## src/irq_standby_pkg.sv

```systemverilog
package irq_standby_pkg;

  // source count, vector count, level codes
  localparam int NUM_SOURCES = 28;
  localparam int NUM_VECTORS = 10;
  localparam int VEC_W = 4;
  localparam int SRC_W = 5;
  localparam logic [1:0] LVL_NONE = 2'h0;
  localparam logic [1:0] LVL_LOW = 2'h1;
  localparam logic [1:0] LVL_HIGH = 2'h2;
  localparam logic [1:0] LVL_TOP = 2'h3;
  localparam logic [1:0] SRV_RESET = 2'h0;

  // vector base address and spacing
  localparam logic [19:0] VEC_BASE = 20'h00003;
  localparam logic [19:0] VEC_STEP = 20'h00008;

  // source indices
  localparam int S_PIN_A = 0;
  localparam int S_PIN_B = 1;
  localparam int S_PIN_C = 2;
  localparam int S_T0L = 3;
  localparam int S_GRP_E = 4;
  localparam int S_USB_ACT = 5;
  localparam int S_RMT = 6;
  localparam int S_PIN_D = 7;
  localparam int S_GRP_F = 8;
  localparam int S_BTMR = 9;
  localparam int S_T0H = 10;
  localparam int S_T1L = 11;
  localparam int S_T1H = 12;
  localparam int S_SSP_A = 13;
  localparam int S_USB_RST = 14;
  localparam int S_USB_SUSP = 15;
  localparam int S_UART_RX = 16;
  localparam int S_ASP = 17;
  localparam int S_USB_EP = 18;
  localparam int S_USB_SOF = 19;
  localparam int S_SSP_CRC = 20;
  localparam int S_UART_TX = 21;
  localparam int S_ADC = 22;
  localparam int S_T6 = 23;
  localparam int S_T7 = 24;
  localparam int S_PORT0 = 25;
  localparam int S_PWM0 = 26;
  localparam int S_PWM1 = 27;

  // vector index of each source
  localparam logic [NUM_SOURCES*VEC_W-1:0] SRC_VEC_MAP = {
    4'h9, 4'h9, 4'h9, 4'h8, 4'h8, 4'h8, 4'h7, 4'h7, 4'h7, 4'h7, 4'h7,
    4'h6, 4'h6, 4'h6, 4'h6, 4'h5, 4'h5, 4'h4, 4'h3, 4'h3, 4'h3,
    4'h2, 4'h2, 4'h2, 4'h2, 4'h2, 4'h1, 4'h0};

  // wake masks per standby mode
  localparam logic [NUM_SOURCES-1:0] HOLD_WAKE_MASK = 28'h2000137;
  localparam logic [NUM_SOURCES-1:0] XHOLD_WAKE_MASK = 28'h2000377;

  typedef enum logic [1:0] {MODE_RUN, MODE_HALT, MODE_HOLD, MODE_XHOLD} standby_mode_e;

  // grant toward the core
  typedef struct packed {
    logic valid;
    logic [VEC_W-1:0] vec;
    logic [1:0] lvl;
    logic [19:0] addr;
  } grant_s;

  // oscillator run enables
  typedef struct packed {
    logic pll_run;
    logic ceramic_oscillator_run;
    logic internal_rc_oscillator_run;
    logic xtal_run;
  } osc_s;

endpackage : irq_standby_pkg

```

## src/irq_arbiter.sv

```systemverilog
`timescale 1ns/100ps
module irq_arbiter
  import irq_standby_pkg::*;
(
  input wire logic [NUM_VECTORS-1:0] vec_pend,
  input wire logic [NUM_VECTORS-1:0] vec_hi,
  input wire logic [1:0] srv_lvl,
  output logic grant_ok,
  output logic [VEC_W-1:0] grant_vec,
  output logic [1:0] grant_lvl
);

  logic [1:0] lvl_of [NUM_VECTORS];

  // level of each vector: first two may be top, others high
  genvar g;
  generate
    for (g = 0; g < NUM_VECTORS; g++) begin : g_lvl
      if (g < 2) begin : g_top
        assign lvl_of[g] = vec_hi[g] ? LVL_TOP : LVL_LOW;
      end else begin : g_hi
        assign lvl_of[g] = vec_hi[g] ? LVL_HIGH : LVL_LOW;
      end
    end
  endgenerate

  // highest level wins, smallest vector within a level; must beat service level
  always_comb begin
    grant_ok = 1'b0;
    grant_vec = '0;
    grant_lvl = LVL_NONE;
    for (int i = NUM_VECTORS - 1; i >= 0; i--) begin
      if (vec_pend[i] && lvl_of[i] >= grant_lvl && lvl_of[i] > srv_lvl) begin // RQ2 RQ1
        grant_ok = 1'b1;
        grant_vec = VEC_W'(i);
        grant_lvl = lvl_of[i];
      end
    end
  end

endmodule : irq_arbiter

```

## src/irq_standby.sv

```systemverilog
`timescale 1ns/100ps
// How it works
// [RQ1] three nested levels; requests at or below service level are refused
// [RQ2] grant highest level, then smallest vector address
// [RQ3] 28 sources fold onto 10 vectors
// [RQ4] vector 13H: pin c, timer zero low, group e, usb active, remote
// [RQ5] vector 33H: serial port a, usb reset, usb suspend, uart receive
// [RQ6] halt stops execution only, peripherals and oscillators keep running
// [RQ7] halt ends on reset or any interrupt request
// [RQ8] hold stops execution, peripherals, pll and all oscillators
// [RQ9] hold wakes on reset pin, pins a b c, groups e f, port0, usb active
// [RQ10] crystal hold stops pll, ceramic, rc; crystal kept; remote keeps running
// [RQ11] crystal hold adds base timer and remote receiver wakes
// [RQ12] waking source also posts its request to the arbiter
module irq_standby
  import irq_standby_pkg::*;
(
  input wire logic ref_clk,
  input wire logic rst_b,
  input wire logic clk_en,
  input wire logic [NUM_SOURCES-1:0] src_req,
  input wire logic [NUM_VECTORS-1:0] vec_hi,
  input wire logic ack,
  input wire logic reti,
  input wire logic enter_halt,
  input wire logic enter_hold,
  input wire logic enter_xhold,
  output grant_s grant,
  output osc_s osc,
  output logic cpu_run,
  output logic periph_run,
  output logic remote_run,
  output standby_mode_e mode
);

  logic [NUM_SOURCES-1:0] src_pend_reg;
  logic [NUM_VECTORS-1:0] vec_pend;
  logic [1:0] srv_stack_reg [3];
  logic [1:0] depth_reg;
  logic [1:0] srv_lvl;
  logic arb_ok;
  logic [VEC_W-1:0] arb_vec;
  logic [1:0] arb_lvl;
  logic xtal_keep_reg;
  logic wake;
  logic [NUM_SOURCES-1:0] wake_mask;
  logic take;

  // fold sources onto vectors
  genvar g;
  generate
    for (g = 0; g < NUM_VECTORS; g++) begin : g_fold
      logic [NUM_SOURCES-1:0] hit;
      for (genvar s = 0; s < NUM_SOURCES; s++) begin : g_s
        assign hit[s] = src_pend_reg[s] && (SRC_VEC_MAP[s*VEC_W +: VEC_W] == VEC_W'(g)); // RQ3 RQ4 RQ5
      end
      assign vec_pend[g] = |hit;
    end
  endgenerate

  assign srv_lvl = (depth_reg == 2'h0) ? SRV_RESET : srv_stack_reg[depth_reg - 2'h1];
  assign take = ack && grant.valid;

  irq_arbiter u_arb (
    .vec_pend(vec_pend),
    .vec_hi(vec_hi),
    .srv_lvl(srv_lvl),
    .grant_ok(arb_ok),
    .grant_vec(arb_vec),
    .grant_lvl(arb_lvl)
  );

  // pending sources latch; new event wins over the acknowledge clear
  always_ff @(posedge ref_clk or negedge rst_b) begin
    if (!rst_b) begin
      src_pend_reg <= '0;
    end else if (clk_en) begin
      for (int s = 0; s < NUM_SOURCES; s++) begin
        if (src_req[s]) begin
          src_pend_reg[s] <= 1'b1; // RQ12
        end else if (take && SRC_VEC_MAP[s*VEC_W +: VEC_W] == grant.vec) begin
          src_pend_reg[s] <= 1'b0;
        end
      end
    end
  end

  // service level stack for nesting
  always_ff @(posedge ref_clk or negedge rst_b) begin
    if (!rst_b) begin
      depth_reg <= 2'h0;
      for (int i = 0; i < 3; i++) srv_stack_reg[i] <= LVL_NONE;
    end else if (clk_en) begin
      if (take && depth_reg != 2'h3) begin
        srv_stack_reg[depth_reg] <= grant.lvl; // RQ1
        depth_reg <= depth_reg + 2'h1;
      end else if (reti && depth_reg != 2'h0) begin
        depth_reg <= depth_reg - 2'h1;
      end
    end
  end

  // registered grant toward the core; dropped on acknowledge
  always_ff @(posedge ref_clk or negedge rst_b) begin
    if (!rst_b) begin
      grant <= '0;
    end else if (clk_en) begin
      grant.valid <= arb_ok && !take && mode == MODE_RUN; // RQ2
      grant.vec <= arb_vec;
      grant.lvl <= arb_lvl;
      grant.addr <= VEC_BASE + 20'(arb_vec) * VEC_STEP;
    end
  end

  // wake sources of the current mode
  always_comb begin
    case (mode)
      MODE_HALT: wake_mask = '1; // RQ7
      MODE_HOLD: wake_mask = HOLD_WAKE_MASK; // RQ9
      MODE_XHOLD: wake_mask = XHOLD_WAKE_MASK; // RQ11
      default: wake_mask = '0;
    endcase
  end
  assign wake = |(src_req & wake_mask);

  // standby mode sequencer; reset covers reset-pin release
  always_ff @(posedge ref_clk or negedge rst_b) begin
    if (!rst_b) begin
      mode <= MODE_RUN;
      xtal_keep_reg <= 1'b1;
    end else if (clk_en) begin
      case (mode)
        MODE_RUN: begin
          if (enter_hold) begin
            mode <= MODE_HOLD;
          end else if (enter_xhold) begin
            mode <= MODE_XHOLD;
            xtal_keep_reg <= osc.xtal_run; // RQ10
          end else if (enter_halt) begin
            mode <= MODE_HALT;
          end
        end
        MODE_HALT, MODE_HOLD, MODE_XHOLD: begin
          if (wake) mode <= MODE_RUN; // RQ7 RQ9 RQ11
        end
        default: mode <= MODE_RUN;
      endcase
    end
  end

  // clock and activity enables follow the mode
  always_ff @(posedge ref_clk or negedge rst_b) begin
    if (!rst_b) begin
      osc <= '1;
      cpu_run <= 1'b1;
      periph_run <= 1'b1;
      remote_run <= 1'b1;
    end else if (clk_en) begin
      case (mode)
        MODE_HALT: begin
          osc <= '1; // RQ6
          cpu_run <= 1'b0;
          periph_run <= 1'b1;
          remote_run <= 1'b1;
        end
        MODE_HOLD: begin
          osc <= '0; // RQ8
          cpu_run <= 1'b0;
          periph_run <= 1'b0;
          remote_run <= 1'b0;
        end
        MODE_XHOLD: begin
          osc <= '{pll_run: 1'b0, ceramic_oscillator_run: 1'b0,
                   internal_rc_oscillator_run: 1'b0, xtal_run: xtal_keep_reg}; // RQ10
          cpu_run <= 1'b0;
          periph_run <= 1'b0;
          remote_run <= 1'b1;
        end
        default: begin
          osc <= '1;
          cpu_run <= 1'b1;
          periph_run <= 1'b1;
          remote_run <= 1'b1;
        end
      endcase
    end
  end
endmodule : irq_standby

```

## config.mk

```make
export PLATFORM = sky130hd
export DESIGN_NAME = irq_standby
export DESIGN_NICKNAME = d
export VERILOG_FILES = /design/src/irq_standby_pkg.sv /design/src/irq_arbiter.sv /design/src/irq_standby.sv
export SDC_FILE = /design/constraint.sdc
export NUM_CORES = 1
export LEC_CHECK = 0
export ABC_CLOCK_PERIOD_IN_PS = 11600
export BUFFER_PORTS_ARGS = -buffer_cell sky130_fd_sc_hd__buf_2
export CAP_MARGIN = 40
export CORE_UTILIZATION = 50
export CTS_CLUSTER_DIAMETER = 100
export DETAILED_ROUTE_END_ITERATION = 10
export GPL_TIMING_DRIVEN = 0
export HOLD_SLACK_MARGIN = 0.06
export PLACE_DENSITY = 0.77
export SLEW_MARGIN = 20
export SYNTH_ARGS = -nofsm -noshare
export SYNTH_HDL_FRONTEND = slang
export SYNTH_SLANG_ARGS = --single-unit
export TNS_END_PERCENT = 10
```

## constraint.sdc

```tcl
create_clock -name ref_clk -period 11.6 [get_ports ref_clk]
set_input_delay 1.16 -clock ref_clk [delete_from_list [all_inputs] [get_ports ref_clk]]
set_output_delay 1.16 -clock ref_clk [all_outputs]
set_load 0.05 [all_outputs]
```

# Word level (Yosys, flattened, before mapping)
# Cells that the tools add are included.
[word_totals] latch_bits=0 output_inout_bits=36 register_bits=73 elab_cells=299 input_bits=46 romBits=0 n_memories=0 ramBits=0
[op_classes] n_bitwise=4 add_sub_neg=3 magnitude_cmp=23 n_shift=0 mul=0 n_reduce_logical=112 n_div=0 eq_ne=15 muxes=97
[op_table] cell="$pmux 28 s3" count=1
[op_table] cell="$mux 2" count=30
[op_table] cell="$reduce_and 2->1" count=30
[op_table] cell="$reduce_bool 2->1" count=30
[op_table] cell="$mux 1" count=51
[op_table] cell="$mux 4" count=10
[op_table] cell="$logic_and 1x1->1" count=36
[op_table] cell="$and 28x28->28" count=1
[op_table] cell="$reduce_or 28->1" count=1
[op_table] cell="$gt 2x2->1" count=10
[op_table] cell="$ge 2x2->1" count=9
[op_table] cell="$eq 3x4->1 const A" count=4
[op_table] cell="$reduce_or 3->1" count=4
[op_table] cell="$reduce_or 5->1" count=2
[op_table] cell="$add 2x7->8 const A" count=1
[op_table] cell="$eq 2x4->1 const A" count=2
[op_table] cell="$eq 4x4->1 const A" count=2
[op_table] cell="$pmux 4 s2" count=1
[op_table] cell="$bwmux 6" count=1
[op_table] cell="$ge 3x3->1 const B" count=2
[op_table] cell="$not 2->3" count=2
[op_table] cell="$bmux 2 s2" count=1
[op_table] cell="$demux 2 s2" count=1
[op_table] cell="$eq 1x4->1 const A" count=1
[op_table] cell="18 further kinds" count=21

# Longest topological paths before layout
[depth] depth_word=47 depth_mapped=70 depth_no_buf=70

# Cells and area by module
# From an unflattened synthesis, not the netlist that was laid out.
[unflattened] hier_cells=368 area_unflattened_um2=3553.4
[by_module_without_submodules] mod="irq_standby" instances=1 area_per_inst_um2=2436.1 cells_each=214 seq_area_each_um2=1282.5
[by_module_without_submodules] mod="irq_arbiter" instances=1 area_per_inst_um2=1117.3 cells_each=154 seq_area_each_um2=0.0

# Worst setup path after synthesis
# Ideal clock, no wire load.
[synth_path] path_type="register to register" startpoint="reg depth_reg[0]" endpoint="reg grant[26] in the netlist's numbering" setup_slack_ns=0.073 synth_period_minus_slack_ns=11.527 n_path_buf=0 required_time_ns=11.480 arrival_ns=11.408 stages_incl_launch_ff=65 setup_ns=0.120 path_cell_list="dfrtp_1 -> inv_1 -> ha_1 -> mux2i_1 -> o21ai_0 -> nand2b_1 -> ha_1 -> nor2_1 -> a2111oi_4 -> ha_1 -> nand2b_1 -> a21oi_1 -> nor2_1 -> a31oi_1 -> o221ai_1 -> ha_1 -> nor2b_1 -> nor4b_1 -> (+29 left out) -> o22ai_1 -> ha_1 -> inv_1 -> a21boi_0 -> o22ai_1 -> a311o_1 -> and3_1 -> a21oi_1 -> ha_1 -> inv_1 -> nor2_1 -> a21oi_1 -> o21bai_1 -> ha_1 -> a21oi_1 -> a21o_1 -> nand4_1 -> a31o_1"
[synth_via] elab_chain_len=47 elab_cells_between_ends=66 classes_between="1 x add/sub; 19 x order compare; 23 x mux; 1 x bitwise; 22 x reduce/logical"
[synth_rtl] item="start, declared" line="irq_standby.sv:39" source="logic [1:0] depth_reg;"
[synth_rtl] item="start signal, assigned" line="irq_standby.sv:96" source="depth_reg <= depth_reg + 2'h1;"
[synth_rtl] item="start signal, assigned" line="irq_standby.sv:98" source="depth_reg <= depth_reg - 2'h1;"
[synth_rtl] item="$sub 2x1->2" line="irq_standby.sv:61" source="assign srv_lvl = (depth_reg == 2'h0) ? SRV_RESET : srv_stack_reg[depth_reg - 2'h1];"
[synth_rtl] item="$not 2->3 (implied by the code)" line="irq_standby.sv:61"
[synth_rtl] item="$bmux 2 s2" line="irq_standby.sv:61"
[synth_rtl] item="$mux 2 (implied by the code) (2 in series)" line="irq_standby.sv:61"
[synth_rtl] item="$mux 2 *" line="irq_standby.sv:61"
[synth_rtl] item="$gt 2x2->1" line="irq_arbiter.sv:33" source="if (vec_pend[i] && lvl_of[i] >= grant_lvl && lvl_of[i] > srv_lvl) begin"
[synth_rtl] item="$logic_and 1x1->1" line="irq_arbiter.sv:33"
[synth_rtl] item="$mux 2" line="irq_arbiter.sv:33"
[synth_rtl] item="(+27 left out)"
[synth_rtl] item="$mux 2" line="irq_arbiter.sv:33"
[synth_rtl] item="$ge 2x2->1" line="irq_arbiter.sv:33"
[synth_rtl] item="$logic_and 1x1->1 (2 in series)" line="irq_arbiter.sv:33"
[synth_rtl] item="$mux 2" line="irq_arbiter.sv:33"
[synth_rtl] item="$ge 2x2->1" line="irq_arbiter.sv:33"
[synth_rtl] item="$logic_and 1x1->1 (2 in series)" line="irq_arbiter.sv:33"
[synth_rtl] item="$mux 1 *" line="irq_arbiter.sv:33"
[synth_rtl] item="$logic_and 1x1->1 * (2 in series)" line="irq_standby.sv:108" source="grant.valid <= arb_ok && !take && mode == MODE_RUN;"
[synth_rtl] item="end, declared" line="irq_standby.sv:28" source="output grant_s grant,"
# Mark *: on every way between the ends. The rest lies on a longest branch, timed or not. The select of a mux whose other input is x is not followed.
# A chain may end at the register's enable or synchronous reset.

# Worst setup path in the final report
# Ends and elaborated chain as after synthesis.

==> results.md <==
Timing:
- The number of failing hold endpoints at the final stage was 0.
- In this run the tightest slew margin relative to its limit is roughly 54%.
- The minimum hold slack is ~500 ps.
- For the pin with the worst max-slew slack, the measured transition is around 690 ps.
- The setup slack after layout is -236 ps.
- The maximum operating frequency is 0.0845 GHz.
- Setup repair after global routing could not meet its margin everywhere.
- The minimum clock period after layout is 11840 ps.
- The max-slew violation total from the final report was 0.
- The maximum clock skew at final layout is 7.85 ps.
- Dividing the final minimum period by the clock period gives 102%.
- Setup violations remaining at the end of the flow were counted as 6.

Setup path:
- The setup slack of the worst register-to-register path is -240 ps.
- STA classifies the critical path endpoint as a flop.
- Among the stages of the critical path, the cell type that occurs most often is sky130_fd_sc_hd__ha_1.
- The critical path is of the reg -> reg type.
- The arrival time of the worst setup path is 12040 ps.
- The slowest stage of the critical path is the sky130_fd_sc_hd__or4b_4 cell.
- Along the worst path, the maximum fanout reaches 9.
- The largest single stage delay on the critical path is 530 ps.
- STA classifies the critical path startpoint as a flop.
- The count of buffering cells on the critical path with inverters included is 6.
- Among cell families on the critical path, the largest total delay comes from compound AO/OA/AOI/OAI gates.
- The required time of the worst setup path is between 10000 and 15000 ps.

Cells and area:
- The final-stage net count is 598.
- From synthesis to final layout, the design area changed by 34.2%.
- Once layout is complete, the utilization of the core stands at 69.2%.
- Of the cells placed in the final design, the portion with a size suffix greater than 1 is 41.3%.
- 0 antenna diodes ended up in the layout.
- The flip-flop count of the largest register after layout is 28.
- The number of filler cells placed in the layout is 566.
- With fillers left out, the area of the finished cells amounts to 4990 µm².

Logic synthesis:
- The top cell type by area accounts for 30.9% of the synthesized area.
- By area, the combinational part of the netlist is dominated by compound AO/OA/AOI/OAI gates.
- In this run the mean area of a mapped cell was between 9 and 10 µm².
- The gate count after technology mapping is 399.
- The total number of yosys warnings is 0.
- Counting flops with an async set or reset pin after synthesis yields a share of 100%.
- The count of state elements after synthesis is 51.
- The main flop type after synthesis is sky130_fd_sc_hd__dfrtp_1.
- The share of synthesized area spent on multiplexers is 3.30%.
- Yosys mapped a number of flops with a built-in enable equal to 0.
- Summing the areas of all fa, ha and maj instances in the mapped netlist gives 9.41% of the synthesized area.
- The synthesized-area fraction occupied by ao, oa, aoi and oai cells is 25.6%.
- The summed instance area of the synthesized netlist is 3720 µm².
- Yosys attributes the largest share of cell area to sky130_fd_sc_hd__dfrtp_1 31%, sky130_fd_sc_hd__ha_1 9.4%, sky130_fd_sc_hd__a22o_1 6.6%, sky130_fd_sc_hd__buf_4 4.4%, sky130_fd_sc_hd__dfstp_2 3.5%.
- After Yosys synthesis, XOR and XNOR cells account for 0.471% of the synthesized area.
- The area share of and/or/nand/nor cells after synthesis is 19.7%.
- Counting distinct cell types in the post-synthesis netlist gives 70.
- The share of the Yosys chip area taken by registers is 34.5%.
- The dominant cell type by area after synthesis is sky130_fd_sc_hd__dfrtp_1.

Clocking:
- No sink is reached through more buffers than the 2 on the longest clock path.
- The number of buffers added by the clock tree synthesis step is 5.
- Buffers inserted to repair hold after CTS numbered 0.
- The later-pin clock latency in the skew report is 300 ps.
- The clock slew at the register clock pins of the worst setup and hold paths is around 90 ps.
- The TritonCTS clock tree is yes.
- The maximum level of the CTS H-tree is 2.
- The CTS sink count is 51.
- The cell at the root of the clock tree is sky130_fd_sc_hd__clkbuf_8.

Drt:
- The remaining antenna violation count after routing is 0.
- For this run, design rule violations remaining after detail routing come to 0.
- Summed over all layers, the routed wires come to 10700 µm.
- The number of vias in the routed layout is between 3k and 4k.
- The number of DRC markers after the initial detailed-route iteration is 192.
- After detailed routing, the number of vias per cell comes to 5.98.
- The first detailed-routing pass took 5 iterations.
- After detailed routing, the average wire length per cell comes to around 17 µm.

Floorplanning:
- In this run the core area contains 31 standard-cell rows.
- The core region is a little over 7000 µm².
- The floorplan step set the die width to roughly 88 µm.
- The die is roughly 88 µm tall.
- The starting utilization of the core area is 51.6%.
- Pin placement for this block handled roughly 80 I/O pins.
- The die footprint is 7790 µm².

Status:
- The final reports fail on setup timing.
- The flow ran to the end, but the final reports show violations.

Placement:
- The total of buffers placed on input and output ports is 66.
- The final HPWL from detailed placement is 7380 µm.
- The post-detailed-placement cell area is 4240 µm².
- The final weighted congestion of routability-driven global placement is 0.891.

Global routing:
- The met3 usage is 3.92%.
- After global routing the overflow that remains totals 0.
- The layer flagged by global routing as most heavily used is met2.
- The first global-routing pass estimated 15700 µm of wire.
- Global routing consumed, on the met1 layer, 33.7% of the routing resources.
- For this run, the total global-route usage over all layers was measured as 26.2%.
- The via count of the first global-routing pass was between 3k and 4k.
- The global-route met2 utilization is 43.0%.
- The maximum number of pins on one net before global-route repair is 32.
- The initial antenna violation count came to 0.

Hold path:
- The path type of the worst min-delay path is reg -> reg.

Flow run:
- Across the run, the number of max-cap violations was 0.
-- tightest hold or removal path: cells and delay by family, from the launching register on --
kind | cells | cell delay, ps
flip-flops | 1 | 380
AND/OR/NAND/NOR | 1 | 80
AO/OA/AOI/OAI | 1 | 50
-- cell usage in the layout, fill, tap and decap left out, types with 8 or more instances in the layout --
master,n
sky130_fd_sc_hd__a21oi_1,8
sky130_fd_sc_hd__a22o_1,28
sky130_fd_sc_hd__buf_2,67
sky130_fd_sc_hd__buf_4,62
sky130_fd_sc_hd__conb_1,14
sky130_fd_sc_hd__dfrtp_1,46
sky130_fd_sc_hd__ha_1,22
sky130_fd_sc_hd__inv_1,12
sky130_fd_sc_hd__nand2_1,32
sky130_fd_sc_hd__nand4_1,8
sky130_fd_sc_hd__nor2_1,25
sky130_fd_sc_hd__nor3_1,9
-- metrics by stage --
| stage | instances | setup WS [ps] | TNS [ps] |
|---|---|---|---|
| 6_report | 624 | -236 | -671 |
| 5_1_grt | 624 | -702 | -3880 |
| 4_1_cts | 609 | 41.6 | 0 |
| 3_5_place_dp | 578 | -1930 | -12310 |
| 3_3_place_gp | 577 | -1530 | -9550 |
| 2_1_floorplan | 412 | 72.5 | 0 |
-- layer usage --
metal	part of all wire, %	wire length [µm]	vias up
li1	-	-	1738
met1	42	4460	1782
met2	48	5120	164
met3	5.6	601	46
met4	4.4	469	0
met5	0	0	-
-- synth_stat cells, types with 6 or more instances --
| library cell | count |
|---|---|
| sky130_fd_sc_hd__dfrtp_1 | 46 |
| sky130_fd_sc_hd__nand2_1 | 33 |
| sky130_fd_sc_hd__nor2_1 | 32 |
| sky130_fd_sc_hd__a22o_1 | 28 |
| sky130_fd_sc_hd__ha_1 | 28 |
| sky130_fd_sc_hd__buf_4 | 22 |
| sky130_fd_sc_hd__a21oi_1 | 16 |
| sky130_fd_sc_hd__inv_1 | 16 |
| sky130_fd_sc_hd__nor3_1 | 10 |
| sky130_fd_sc_hd__o21ai_0 | 10 |
| sky130_fd_sc_hd__nor2b_1 | 9 |
| sky130_fd_sc_hd__nand3_1 | 8 |
| sky130_fd_sc_hd__nand4_1 | 8 |
| sky130_fd_sc_hd__mux2_2 | 7 |
| sky130_fd_sc_hd__nand2b_1 | 7 |
| sky130_fd_sc_hd__o211ai_1 | 7 |
| sky130_fd_sc_hd__nor3b_1 | 6 |
| sky130_fd_sc_hd__nor4_1 | 6 |
| sky130_fd_sc_hd__o22ai_1 | 6 |
-- final cells by class --
class	count	area, µm²	area share (%)
clock inverter	1	30.0	0.602
tap	99	124	2.48
inverter	17	66.3	1.33
timing repair buffer	107	651	13.0
multi-input combinational	314	2570	51.6
sequential	51	1280	25.7
clock buffer	7	76.3	1.53
buffer	28	189	3.78
-- what timing repair did --
item	4_1_cts	5_1_grt
buffers inserted	26	15
endpoints found under the setup margin	7	7
gates resized for setup	44	31
pin swaps	35	51
-- final timing paths --
path,endpoint,from,depth (start not counted)
min in group asynchronous,depth_reg[1],rst_b,1
worst max register to register,grant[26],depth_reg[0],62
worst max-delay path,grant[26],depth_reg[0],62
max in group asynchronous,src_pend_reg[14],rst_b,2
worst min-delay path,remote_run,remote_run,2
worst min register to register,remote_run,remote_run,2
-- kinds of logic (layout without fill, tap and decap cells) --
| family | after synthesis | in the layout |
|---|---|---|
| AND/OR/NAND/NOR | 140 | 140 |
| other | 1 | 14 |
| multiplexers | 11 | 11 |
| adder cells (fa/ha/maj) | 28 | 28 |
| XOR/XNOR | 2 | 2 |
| AO/OA/AOI/OAI | 119 | 119 |
| flip-flops | 51 | 51 |
| buffers and inverters | 47 | 160 |
Power is left out: the tool's default activity adds up to more than one toggle a clock period on the data nets, which glitch-free logic cannot reach.
